File: src/logic/ldr_pkg.sv
// Purpose: shared constants and types for the channel 15/16 dimming bank
// Assumes: registers reached over ahb-lite, one aligned word per register
// Notes:   byte address of a register is four times its index

package ldr_pkg;

  // register indices; byte address = index * 4
  localparam logic [7:0] CH15_DUTY_LOW_IDX     = 8'h35;
  localparam logic [7:0] CH15_DUTY_HIGH_IDX    = 8'h36;
  localparam logic [7:0] CH16_ANALOG_LEVEL_IDX = 8'h37;
  localparam logic [7:0] CH16_DUTY_LOW_IDX     = 8'h38;
  localparam logic [7:0] CH16_DUTY_HIGH_IDX    = 8'h39;

  // field layout
  localparam int DUTY_LOW_W  = 4;
  localparam int DUTY_HIGH_W = 8;
  localparam int DUTY_W      = 12;
  localparam int ANALOG_W    = 6;

  // values after reset
  localparam logic [3:0]  DUTY_LOW_RST    = 4'hf;
  localparam logic [7:0]  DUTY_HIGH_RST   = 8'hff;
  localparam logic [11:0] DUTY_RST        = 12'hfff;
  localparam logic [5:0]  ANALOG_RST      = 6'h3f;
  // analog current = code / ANALOG_FULL_CODE of full_scale_current
  localparam logic [5:0]  ANALOG_FULL_CODE = 6'h3f;

  // bus
  localparam int          ADDR_W      = 10;
  localparam logic [1:0]  HTRANS_IDLE = 2'h0;
  localparam logic [1:0]  HTRANS_NSEQ = 2'h2;
  localparam logic        HRESP_OKAY  = 1'h0;

  typedef enum logic [1:0] {
    LDR_ST_IDLE  = 2'b00,
    LDR_ST_WR    = 2'b01,
    LDR_ST_RD    = 2'b10,
    LDR_ST_RDONE = 2'b11
  } ldr_bus_state_t;

  // captured address phase
  typedef struct packed {
    logic [ADDR_W-1:0] addr;
    logic              write;
  } ldr_addr_phase_t;

  // applied dimming settings driven to the current sources
  typedef struct packed {
    logic [DUTY_W-1:0]   chan15_duty;
    logic [DUTY_W-1:0]   chan16_duty;
    logic [ANALOG_W-1:0] chan16_analog_code;
  } ldr_dimming_t;

endpackage

File: src/logic/ldr_dimming_regs.sv
// Purpose: dimming register bank for channels 15 and 16 on ahb-lite
// Assumes: single word transfers; one slave so hreadyout is the bus hready
// Notes:   writes take no wait state, reads take one
//
// Design decision made here: the AHB-Lite slave port.

`timescale 1ns/1ps
`default_nettype none

module ldr_dimming_regs (
  // clock and reset
  input  wire logic                        hclk,
  input  wire logic                        hresetn,
  // ahb-lite slave
  input  wire logic                        hsel,
  input  wire logic [ldr_pkg::ADDR_W-1:0]  haddr,
  input  wire logic [1:0]                  htrans,
  input  wire logic                        hwrite,
  input  wire logic [2:0]                  hsize,
  input  wire logic [31:0]                 hwdata,
  input  wire logic                        hready,
  output logic                             hreadyout,
  output logic      [31:0]                 hrdata,
  output logic                             hresp,
  // applied dimming settings
  output ldr_pkg::ldr_dimming_t            dimming
);

  // true when a byte address hits the register of the given index
  function automatic logic hits(input logic [ldr_pkg::ADDR_W-1:0] a,
                                input logic [7:0] idx);
    hits = (a == {idx, 2'b00});
  endfunction

  ldr_pkg::ldr_bus_state_t  state;
  ldr_pkg::ldr_bus_state_t  next_state;
  ldr_pkg::ldr_addr_phase_t aph;
  ldr_pkg::ldr_addr_phase_t next_aph;
  logic [31:0]              next_hrdata;
  logic [5:0]               analog;
  logic [5:0]               next_analog;

  logic        take;
  logic        wr_now;
  logic        we15_lo;
  logic        we15_hi;
  logic        we16_lo;
  logic        we16_hi;
  logic [3:0]  lo15;
  logic [7:0]  hi15;
  logic [3:0]  lo16;
  logic [7:0]  hi16;
  logic [11:0] duty15;
  logic [11:0] duty16;

  // size is not checked: only whole-word singles are expected
  assign take      = hsel && hready && (htrans == ldr_pkg::HTRANS_NSEQ ||
                                        htrans == 2'h3);
  // reads stall one cycle so hrdata comes from a register
  assign hreadyout = (state != ldr_pkg::LDR_ST_RD);
  assign hresp     = ldr_pkg::HRESP_OKAY;

  always_comb begin
    next_state  = state;
    next_aph    = aph;
    next_hrdata = hrdata;
    case (state)
      ldr_pkg::LDR_ST_IDLE,
      ldr_pkg::LDR_ST_WR,
      ldr_pkg::LDR_ST_RDONE: begin
        if (take) begin
          next_aph.addr  = haddr;
          next_aph.write = hwrite;
          next_state     = hwrite ? ldr_pkg::LDR_ST_WR : ldr_pkg::LDR_ST_RD;
        end else begin
          next_state = ldr_pkg::LDR_ST_IDLE;
        end
      end
      ldr_pkg::LDR_ST_RD: begin
        // unmapped and reserved bits read as zero
        next_hrdata = 32'h0;
        if (hits(aph.addr, ldr_pkg::CH15_DUTY_LOW_IDX)) begin
          next_hrdata = {28'h0, lo15};
        end else if (hits(aph.addr, ldr_pkg::CH15_DUTY_HIGH_IDX)) begin
          next_hrdata = {24'h0, hi15};
        end else if (hits(aph.addr, ldr_pkg::CH16_ANALOG_LEVEL_IDX)) begin
          next_hrdata = {26'h0, analog};
        end else if (hits(aph.addr, ldr_pkg::CH16_DUTY_LOW_IDX)) begin
          next_hrdata = {28'h0, lo16};
        end else if (hits(aph.addr, ldr_pkg::CH16_DUTY_HIGH_IDX)) begin
          next_hrdata = {24'h0, hi16};
        end
        next_state = ldr_pkg::LDR_ST_RDONE;
      end
      default: begin
        next_state = ldr_pkg::LDR_ST_IDLE;
      end
    endcase
  end

  always_ff @(posedge hclk or negedge hresetn) begin
    if (!hresetn) begin
      state  <= ldr_pkg::LDR_ST_IDLE;
      aph    <= '0;
      hrdata <= 32'h0;
    end else begin
      state  <= next_state;
      aph    <= next_aph;
      hrdata <= next_hrdata;
    end
  end

  // write strobes land in the data phase, when hwdata is valid
  assign wr_now  = (state == ldr_pkg::LDR_ST_WR);
  assign we15_lo = wr_now && hits(aph.addr, ldr_pkg::CH15_DUTY_LOW_IDX);
  assign we15_hi = wr_now && hits(aph.addr, ldr_pkg::CH15_DUTY_HIGH_IDX);
  assign we16_lo = wr_now && hits(aph.addr, ldr_pkg::CH16_DUTY_LOW_IDX);
  assign we16_hi = wr_now && hits(aph.addr, ldr_pkg::CH16_DUTY_HIGH_IDX);

  always_comb begin
    next_analog = analog;
    if (wr_now && hits(aph.addr, ldr_pkg::CH16_ANALOG_LEVEL_IDX)) begin
      next_analog = hwdata[5:0];
    end
  end

  always_ff @(posedge hclk or negedge hresetn) begin
    if (!hresetn) begin
      analog <= ldr_pkg::ANALOG_RST;
    end else begin
      analog <= next_analog;
    end
  end

  ldr_duty_chan #(
    .LOW_W  (ldr_pkg::DUTY_LOW_W),
    .HIGH_W (ldr_pkg::DUTY_HIGH_W)
  ) u_ch15 (
    .hclk    (hclk),
    .hresetn (hresetn),
    .low_we  (we15_lo),
    .high_we (we15_hi),
    .wdata   (hwdata[7:0]),
    .low_q   (lo15),
    .high_q  (hi15),
    .duty    (duty15)
  );

  ldr_duty_chan #(
    .LOW_W  (ldr_pkg::DUTY_LOW_W),
    .HIGH_W (ldr_pkg::DUTY_HIGH_W)
  ) u_ch16 (
    .hclk    (hclk),
    .hresetn (hresetn),
    .low_we  (we16_lo),
    .high_we (we16_hi),
    .wdata   (hwdata[7:0]),
    .low_q   (lo16),
    .high_q  (hi16),
    .duty    (duty16)
  );

  // current sources see only applied values, never the staged nibble
  assign dimming.chan15_duty        = duty15;
  assign dimming.chan16_duty        = duty16;
  assign dimming.chan16_analog_code = analog;

endmodule

`default_nettype wire

File: src/logic/ldr_duty_chan.sv
// Purpose: one channel's staged 12-bit duty value
// Assumes: write strobes are one-cycle pulses on hclk
// Notes:   low nibble only stages; high byte write applies all bits at once

`timescale 1ns/1ps
`default_nettype none

module ldr_duty_chan #(
  parameter int LOW_W  = 4,
  parameter int HIGH_W = 8
) (
  // clock and reset
  input  wire logic                    hclk,
  input  wire logic                    hresetn,
  // write side
  input  wire logic                    low_we,
  input  wire logic                    high_we,
  input  wire logic [7:0]              wdata,
  // state
  output logic      [LOW_W-1:0]        low_q,
  output logic      [HIGH_W-1:0]       high_q,
  output logic      [LOW_W+HIGH_W-1:0] duty
);

  generate
    if (LOW_W != ldr_pkg::DUTY_LOW_W || HIGH_W != ldr_pkg::DUTY_HIGH_W) begin : g_chk
      $error("ldr_duty_chan: field widths must be 4 and 8");
    end
  endgenerate

  logic [LOW_W-1:0]        next_low_q;
  logic [HIGH_W-1:0]       next_high_q;
  logic [LOW_W+HIGH_W-1:0] next_duty;

  always_comb begin
    next_low_q  = low_q;
    next_high_q = high_q;
    next_duty   = duty;
    if (low_we) begin
      // upper bits of the written byte are dropped
      next_low_q = wdata[LOW_W-1:0];
    end
    if (high_we) begin
      next_high_q = wdata[HIGH_W-1:0];
      // staged nibble and new byte go live together
      next_duty   = {wdata[HIGH_W-1:0], next_low_q};
    end
  end

  always_ff @(posedge hclk or negedge hresetn) begin
    if (!hresetn) begin
      low_q  <= ldr_pkg::DUTY_LOW_RST;
      high_q <= ldr_pkg::DUTY_HIGH_RST;
      duty   <= ldr_pkg::DUTY_RST;
    end else begin
      low_q  <= next_low_q;
      high_q <= next_high_q;
      duty   <= next_duty;
    end
  end

endmodule

`default_nettype wire

File: config.mk
export PLATFORM = sky130hd
export DESIGN_NAME = ldr_dimming_regs
export DESIGN_NICKNAME = d
export VERILOG_FILES = /design/src/logic/ldr_pkg.sv /design/src/logic/ldr_dimming_regs.sv /design/src/logic/ldr_duty_chan.sv
export SDC_FILE = /design/constraint.sdc
export NUM_CORES = 1
export LEC_CHECK = 0
export ABC_CLOCK_PERIOD_IN_PS = 6700
export BUFFER_PORTS_ARGS = -buffer_cell sky130_fd_sc_hd__buf_2
export CORE_ASPECT_RATIO = 1.2
export CORE_UTILIZATION = 25
export DETAILED_ROUTE_END_ITERATION = 16
export MAX_ROUTING_LAYER = met4
export PLACE_DENSITY = 0.51
export SYNTH_ARGS = -nofsm -noshare
export SYNTH_HDL_FRONTEND = slang
export SYNTH_SLANG_ARGS = --single-unit
File: constraint.sdc
create_clock -name hclk -period 6.7 [get_ports hclk]
set_input_delay 0.67 -clock hclk [delete_from_list [all_inputs] [get_ports hclk]]
set_output_delay 0.67 -clock hclk [all_outputs]
set_load 0.05 [all_outputs]
* After elaboration in Yosys (flattened, before gate mapping) *
Index checks and enable logic that the tools add are counted.

word-level totals
  flip-flop bits (word level) = 98
  input bits = 52

cells by class
  equal/unequal tests = 11
  mux-type cells = 10
  reduce and logical (&&, ||, !) cells = 11

operators by type and width
  kind                                                  number
  equality test 10 x 8 -> 1 bit, second input constant  5
  2-to-1 mux 8 bit                                      5
  equality test 2 bit, second input constant            4
  2-to-1 mux 4 bit                                      2
  logical AND 1 bit                                     7
  2-to-1 mux 2 bit                                      2
  case mux 2 bit (2 select lines)                       1
  OR reduction 3 bit                                    1
  equality test 2 x 1 -> 1 bit, second input constant   1
  zero test 2 bit                                       1
  != test 2 bit, second input constant                  1
  AND reduction 2 bit                                   1
  logical OR 1 bit                                      1

* Depth between registers and ports, before layout *
Gate-level depths: netlist of the first run.

  depth after elaboration = 6
  mapped depth = 6
  gate-level depth less buffers = 5

* Cells and area by module *
A second synthesis of the first run with hierarchy kept.

unflattened totals
  cells, all modules = 224
  area, all modules = 2890.3 sq um

by module, submodules not included
  module            times used  cells an instance  area an instance (sq um)  sequential area each (sq um)
  ldr_dimming_regs  1           142                1493.9                    658.1
  ldr_duty_chan     2           41                 698.2                     420.4

* Worst setup path after synthesis of the first run *
No wires, ideal clock.

  kind = reg-to-reg
  start point = register aph[2] (netlist name)
  end point = register u_ch15.duty[10]
  library setup time = 0.082 ns
  arrival = 2.065 ns
  data required time = 6.618 ns
  setup slack = 4.552 ns
  cell stages (with the launch flop) = 7
  buffers on the path = 2
  cell sequence = dfrtp_1 or4_1 buf_2 or3_1 nor2_1 buf_4 mux2_2

on the way
  longest elaborated chain between the ends = 2

ends and longest elaborated chain
  what                           line                     RTL
  start, declared                ldr_dimming_regs.sv:37   ldr_pkg::ldr_addr_phase_t aph;
  start signal, assigned         ldr_dimming_regs.sv:108  aph <= next_aph;
  equality test 10 x 8 -> 1 bit  ldr_dimming_regs.sv:32   hits = (a == {idx, 2'b00});
  logical AND 1 bit              ldr_dimming_regs.sv:116  assign we15_hi = wr_now && hits(aph.addr, ldr_pkg::CH15_DUTY_HIGH_IDX);
  end signal, assigned           ldr_duty_chan.sv:54      duty <= ldr_pkg::DUTY_RST;
  end signal, assigned           ldr_duty_chan.sv:58      duty <= next_duty;
  end, declared                  ldr_duty_chan.sv:22      output logic [LOW_W+HIGH_W-1:0] duty

Every way passes these cells.
A chain may end at the register's enable or synchronous reset.

* Worst setup path in the final report of the first run *
  start point = register aph[2] (netlist name)
  end point = register u_ch16.duty[5]

on the way
  longest elaborated chain between the ends = 2

ends and longest elaborated chain
  what                           line                     RTL
  equality test 10 x 8 -> 1 bit  ldr_dimming_regs.sv:32
  logical AND 1 bit              ldr_dimming_regs.sv:118  assign we16_hi = wr_now && hits(aph.addr, ldr_pkg::CH16_DUTY_HIGH_IDX);
  end signal, assigned           ldr_duty_chan.sv:54
  end signal, assigned           ldr_duty_chan.sv:58
  end, declared                  ldr_duty_chan.sv:22

Every way passes these cells.

==> results of run 1 <==
layout make-up:
cell class                 count  area share (%)
clock buffer                  15            7.72
inverter                       2           0.225
multi-input combinational    138            32.6
sequential                    58            44.9
tap                          129            4.83
timing repair buffer          64            9.74
cell usage in the layout, fill, tap and decap left out, drive strengths merged, types with 2 or more instances in the layout:
cell	instances
o21ai	8
nor3	7
inv	2
conb	25
nor2	9
dfstp	38
mux2	52
buf	64
a32o	2
nand2b	6
dfrtp	20
a21oi	2
nand4b	2
a31oi	4
clkbuf	15
a221oi	2
or4	2
mux2i	4
a22o	2
a22oi	4
power by group:
group          total, mW  internal (mW)  switching, mW
clock              0.397          0.258          0.140
combinational      0.208         0.0639          0.145
sequential         0.439          0.397         0.0423
total               1.05          0.719          0.326
metrics by stage:
stage | util (%) | worst slack [ns] | power [mW] | std cells
after detailed placement | 29.2 | 3.98 | 0.657 | 391
after floorplan | - | 4.55 | 0.611 | 230
after CTS | 31.6 | 3.97 | 1.06 | 406
final | 31.6 | 4.05 | 1.05 | 406
after global routing | 31.6 | 3.88 | 1.10 | 406
after global placement | 29.2 | 3.99 | 0.653 | 391
layer usage:
| layer | routed length, um | part of all wire (%) | GRT usage [%] |
|---|---|---|---|
| met1 | 2790 | 45 | 14.3 |
| met2 | 2980 | 48 | 17.8 |
| met3 | 283 | 4.6 | 3.29 |
| met4 | 109 | 1.8 | 5.88 |
| met5 | 0 | 0 | - |
worst max path at each step:
stage | endpoint | slack (ns) | cells past startpoint
detailed placement | u_ch16.duty[5] | 3.98 | 4
finish | u_ch16.duty[5] | 4.05 | 4
global placement | u_ch16.duty[3] | 3.99 | 4
global route | u_ch16.duty[1] | 3.88 | 4
CTS | u_ch16.duty[5] | 3.97 | 4
floorplan | u_ch15.duty[10] | 4.55 | 6
worst max-delay path, delay by kind of cell, from the launching register on:
| kind | cells | cell delay (ns) |
|---|---|---|
| and+or+nand+nor | 3 | 1.79 |
| DFF | 1 | 0.36 |
| muxes | 1 | 0.42 |
state kept, by name (all words and copies together), names as in the netlist:
register,flops
u_ch15.duty,12
u_ch16.duty,12
aph,10
hrdata,8
analog,6
u_ch15.low_q,4
u_ch16.low_q,4
state,2
cell families (layout without fill, tap and decap cells):
| kind of cell | count (synthesis) | count (layout) | synth area share (%) |
|---|---|---|---|
| flip-flops | 58 | 58 | 54.9 |
| multiplexers | 56 | 56 | 23.5 |
| AO/OA/AOI/OAI | 24 | 24 | 5.87 |
| other | 1 | 25 | 0.137 |
| AND/OR/NAND/NOR | 33 | 33 | 6.92 |
| buffers and inverters | 34 | 81 | 8.71 |
==> impl_metrics.tcl, run 1 <==
set metrics [dict create \
    rsz0062_at_grt "false" \
    fmax_mhz 377 \
    grt_pass1_wl_um 9450 \
    grt_max_degree 59 \
    ys_ff_latch 58 \
    syn_area_mm2 0.00273 \
    cts_tree "built" \
    nets 325 \
    hold_buffers 0 \
    cts_resized 0 \
    nFillCells 1109 \
    synth_ff_type "dfstp_2" \
    cp-startpoint "aph[2]" \
    drc_errors 0 \
    post_dp_cell_area_mm2 0.00308 \
    slew_headroom_pct 25.9 \
    grt_pass1_vias 1700 \
    die_h_um 116 \
    reg2reg_depth 4 \
    critPathSlowestCell "nor3_2" \
    ctsLongestPathBuffers 2 \
    clk_pin_slew_ns 0.05 \
    setup_tns_ns 0 \
    fin_skew_ns 0.00939 \
    synth_edf_count 0 \
    hold_ws_ns 0.496 \
    slew_viol_final 0 \
    io_pins 116 \
    htree_levels 3 \
    finalCritPeriodShare_pct 39.6 \
    synth_top_cell_by_area "dfstp_2" \
    drive_gt1_share_pct 60.3 \
    cp.arrival_ns 2.89 \
    die_x_um 97.4 \
    cts_setup_buffers 0 \
    coreArea_mm2 0.0106 \
    dp.final_hpwl_um 4390 \
    synth_top_area_share_pct 36.6 \
    worst_r2r_startpoint "aph[2]" \
    cts.sinks 58 \
    cpPeakStageDelay_ns 0.84 \
    fin_area_mm2 0.00334 \
    die-area_mm2 0.0113 \
    synth_common_cells "mux2_2, dfstp_2, buf_4" \
    final-seq-area_mm2 0.00150 \
    wl_um 6160 \
    crit_chain "or4_1 > or2_1 > nor3_2 > mux2_2" \
    clockRootBuffer "clkbuf_16" \
    first_pass_iters 4 \
    drtIter0Drc 106 \
    powerDensity_mw_per_mm2 313 \
    synthToLayoutAreaGrowth_pct 22.3 \
    maxCapViolCount 0 \
    worst_pin_slew_ns 1.11 \
    async_flop_share_pct 100 \
    cp_max_fo 12 \
    track_usage_pct 11.7 \
    antenna_found_initial 0 \
    post_synth_num_cell_types 33 \
    post-route-min-period_ns 2.65 \
    yosysMostFrequentCell "mux2_2" \
    routabilityCongestion 0.651 \
    grt-ovfl-total 0 \
    crit_path_end_kind "register" \
    min_path_type "in -> async" \
    start_util_pct 25.8 \
    crit_path_start_kind "register" \
    synth_area_leaders "dfstp_2, mux2_2, dfrtp_1" \
    clock_latency_ns 0.32 \
    io_buffers 62 \
    worst-setup-path-type "reg -> reg" \
    leakagePower_nw 1.55 \
    ys.warnings.count 0 \
    reg2reg_to "u_ch16.duty[5]" \
    synth_seq_area_share_pct 54.9 \
    cts_made_buffers 9 \
    via_per_inst 4.39 \
    rrSetupSlack_ns 4.05 \
    routedWlPerCell_um 15.2 \
    avgSynthCellArea_um2 13.3 \
    multi_input_area_mm2 0.00109 \
    antennaDiodeCount 0 \
    setup_viol 0 \
    synthCells 206 \
    final_antenna_net_count 0 \
    cp.required_ns 6.94 \
    status "finished, final reports clean" \
    num_rows 41 \
    hold_viol 0 \
    ir_worst_vdd_uv 147 \
    vias 1783 \
]
Power figures use the tool's default switching activity.
==> run 2: changes to the inputs <==
Settings changed: ABC_CLOCK_PERIOD_IN_PS 6700 to 2510.
Clock period 6.7 ns to 2.51 ns, I/O delays scaled along.
==> impl_metrics.tcl, run 2 (same netlist as run 1, synthesis figures left out) <==
set metrics [dict create \
    status "finished, final reports clean" \
    power.total_mw 2.89 \
    die-area_mm2 0.0113 \
    routabilityCongestion 0.697 \
    vias 1827 \
    setup_tns_ns 0 \
    hold_buffers 0 \
    first_pass_iters 3 \
    leakagePower_nw 1.62 \
    worst_pin_slew_ns 0.855 \
    die_x_um 97.4 \
    crit_path_start_kind "register" \
    cp_num_buf_inv 1 \
    clk_pin_slew_ns 0.05 \
    coreArea_mm2 0.0106 \
    crit_chain "or4_1 > or3_1 > nor2_2 > buf_4 > mux2_2" \
    synthToLayoutAreaGrowth_pct 25.8 \
    drtIter0Drc 51 \
    fmax_mhz 439 \
    htree_levels 3 \
    grt_pass1_wl_um 9980 \
    num_rows 41 \
    finalCritPeriodShare_pct 90.8 \
    routedWlPerCell_um 14.6 \
    nets 334 \
    track_usage_pct 12.0 \
    fin_skew_ns 0.00783 \
    critical-path-top-delay-family "simple AND/OR/NAND/NOR gates" \
    place_ws_ns 0.233 \
    io_pins 116 \
    cts_resized 0 \
    wl_um 6090 \
    grt_pass1_vias 1848 \
    powerDensity_mw_per_mm2 840 \
    crit_path_end_kind "register" \
    cp.required_ns 2.75 \
    drive_gt1_share_pct 62.4 \
    cp_max_fo 7 \
    reg_top3 "u_ch15.duty (12), u_ch16.duty (12), aph (10)" \
    die_h_um 116 \
    final_antenna_net_count 0 \
    hold_ws_ns 0.0445 \
    grt-ovfl-total 0 \
    cts_made_buffers 9 \
    clock_latency_ns 0.32 \
    antennaDiodeCount 0 \
    maxCapViolCount 0 \
    ir_worst_vdd_uv 350 \
    post-route-min-period_ns 2.28 \
    worst-setup-path-type "reg -> reg" \
    slew_headroom_pct 43.0 \
    clockRootBuffer "clkbuf_16" \
    setup_viol 0 \
    fin_ws_ns 0.232 \
    critPathSlowestCell "or4_1" \
    slew_viol_final 0 \
    final_common_cell "buf_2" \
    hold_viol 0 \
    min_path_type "in -> async" \
    cts_setup_buffers 0 \
    io_buffers 62 \
    start_util_pct 25.8 \
    grt_max_degree 40 \
    cts.sinks 58 \
    cts_tree "built" \
    rsz0062_at_grt "false" \
    cpPeakStageDelay_ns 0.67 \
    via_per_inst 4.39 \
    dp.final_hpwl_um 4570 \
    antenna_found_initial 0 \
    ctsLongestPathBuffers 2 \
    cp.arrival_ns 2.52 \
    final_cell_mix "buf_2, mux2_2, dfstp_2" \
    drc_errors 0 \
]
[run 2: power by group]
group / total (mW) / switching (mW) / internal (mW)
Sequential: 1.15 / 0.0924 / 1.06
Combinational: 0.594 / 0.412 / 0.182
Clock: 1.14 / 0.389 / 0.750
Total: 2.89 / 0.893 / 1.99
[run 2: stage by stage]
| stage | instance area [um^2] | utilization, % | instances |
|---|---|---|---|
| finish | 3430 | 32.5 | 416 |
| global route | 3430 | 32.5 | 416 |
| CTS | 3430 | 32.5 | 416 |
| detailed placement | 3150 | 29.8 | 400 |
| global placement | 3150 | 29.8 | 400 |
| floorplan | 2820 | - | 230 |
[run 2: final cells by class]
cell class,count,area [um^2]
Clock buffer,14,275
Clock inverter,2,10.0
Fill cell,1073,7130
Inverter,2,7.51
Multi-Input combinational cell,138,1090
Sequential cell,58,1500
Tap cell,129,161
Timing Repair Buffer,73,393
[run 2: worst paths after layout]
path	start	to	slack, ns	cells after the start
max	aph[2]	analog[0]	0.23	5
min	hresetn	aph[5]	0.04	1
max reg2reg	aph[2]	analog[0]	0.23	5
min reg2reg	hrdata[4]	hrdata[4]	0.50	1
max in group asynchronous	hresetn	u_ch16.low_q[1]	1.69	2
min in group hclk	hwrite	state[1]	0.14	2
[run 2: per-layer routing]
layer	vias up	wire length (um)	global-route usage, %
met1	908	2810	14.9
met3	10	239	2.69
met4	0	121	6.18
met5	-	0	-
li1	849	-	-
met2	60	2910	18.3
[run 2: worst reg2reg max path, stage by stage, from the launching register on]
cell and delay, ns:
dfrtp_1 0.37, or4_1 0.67, or3_1 0.41, nor2_2 0.22, buf_4 0.20, mux2_2 0.33
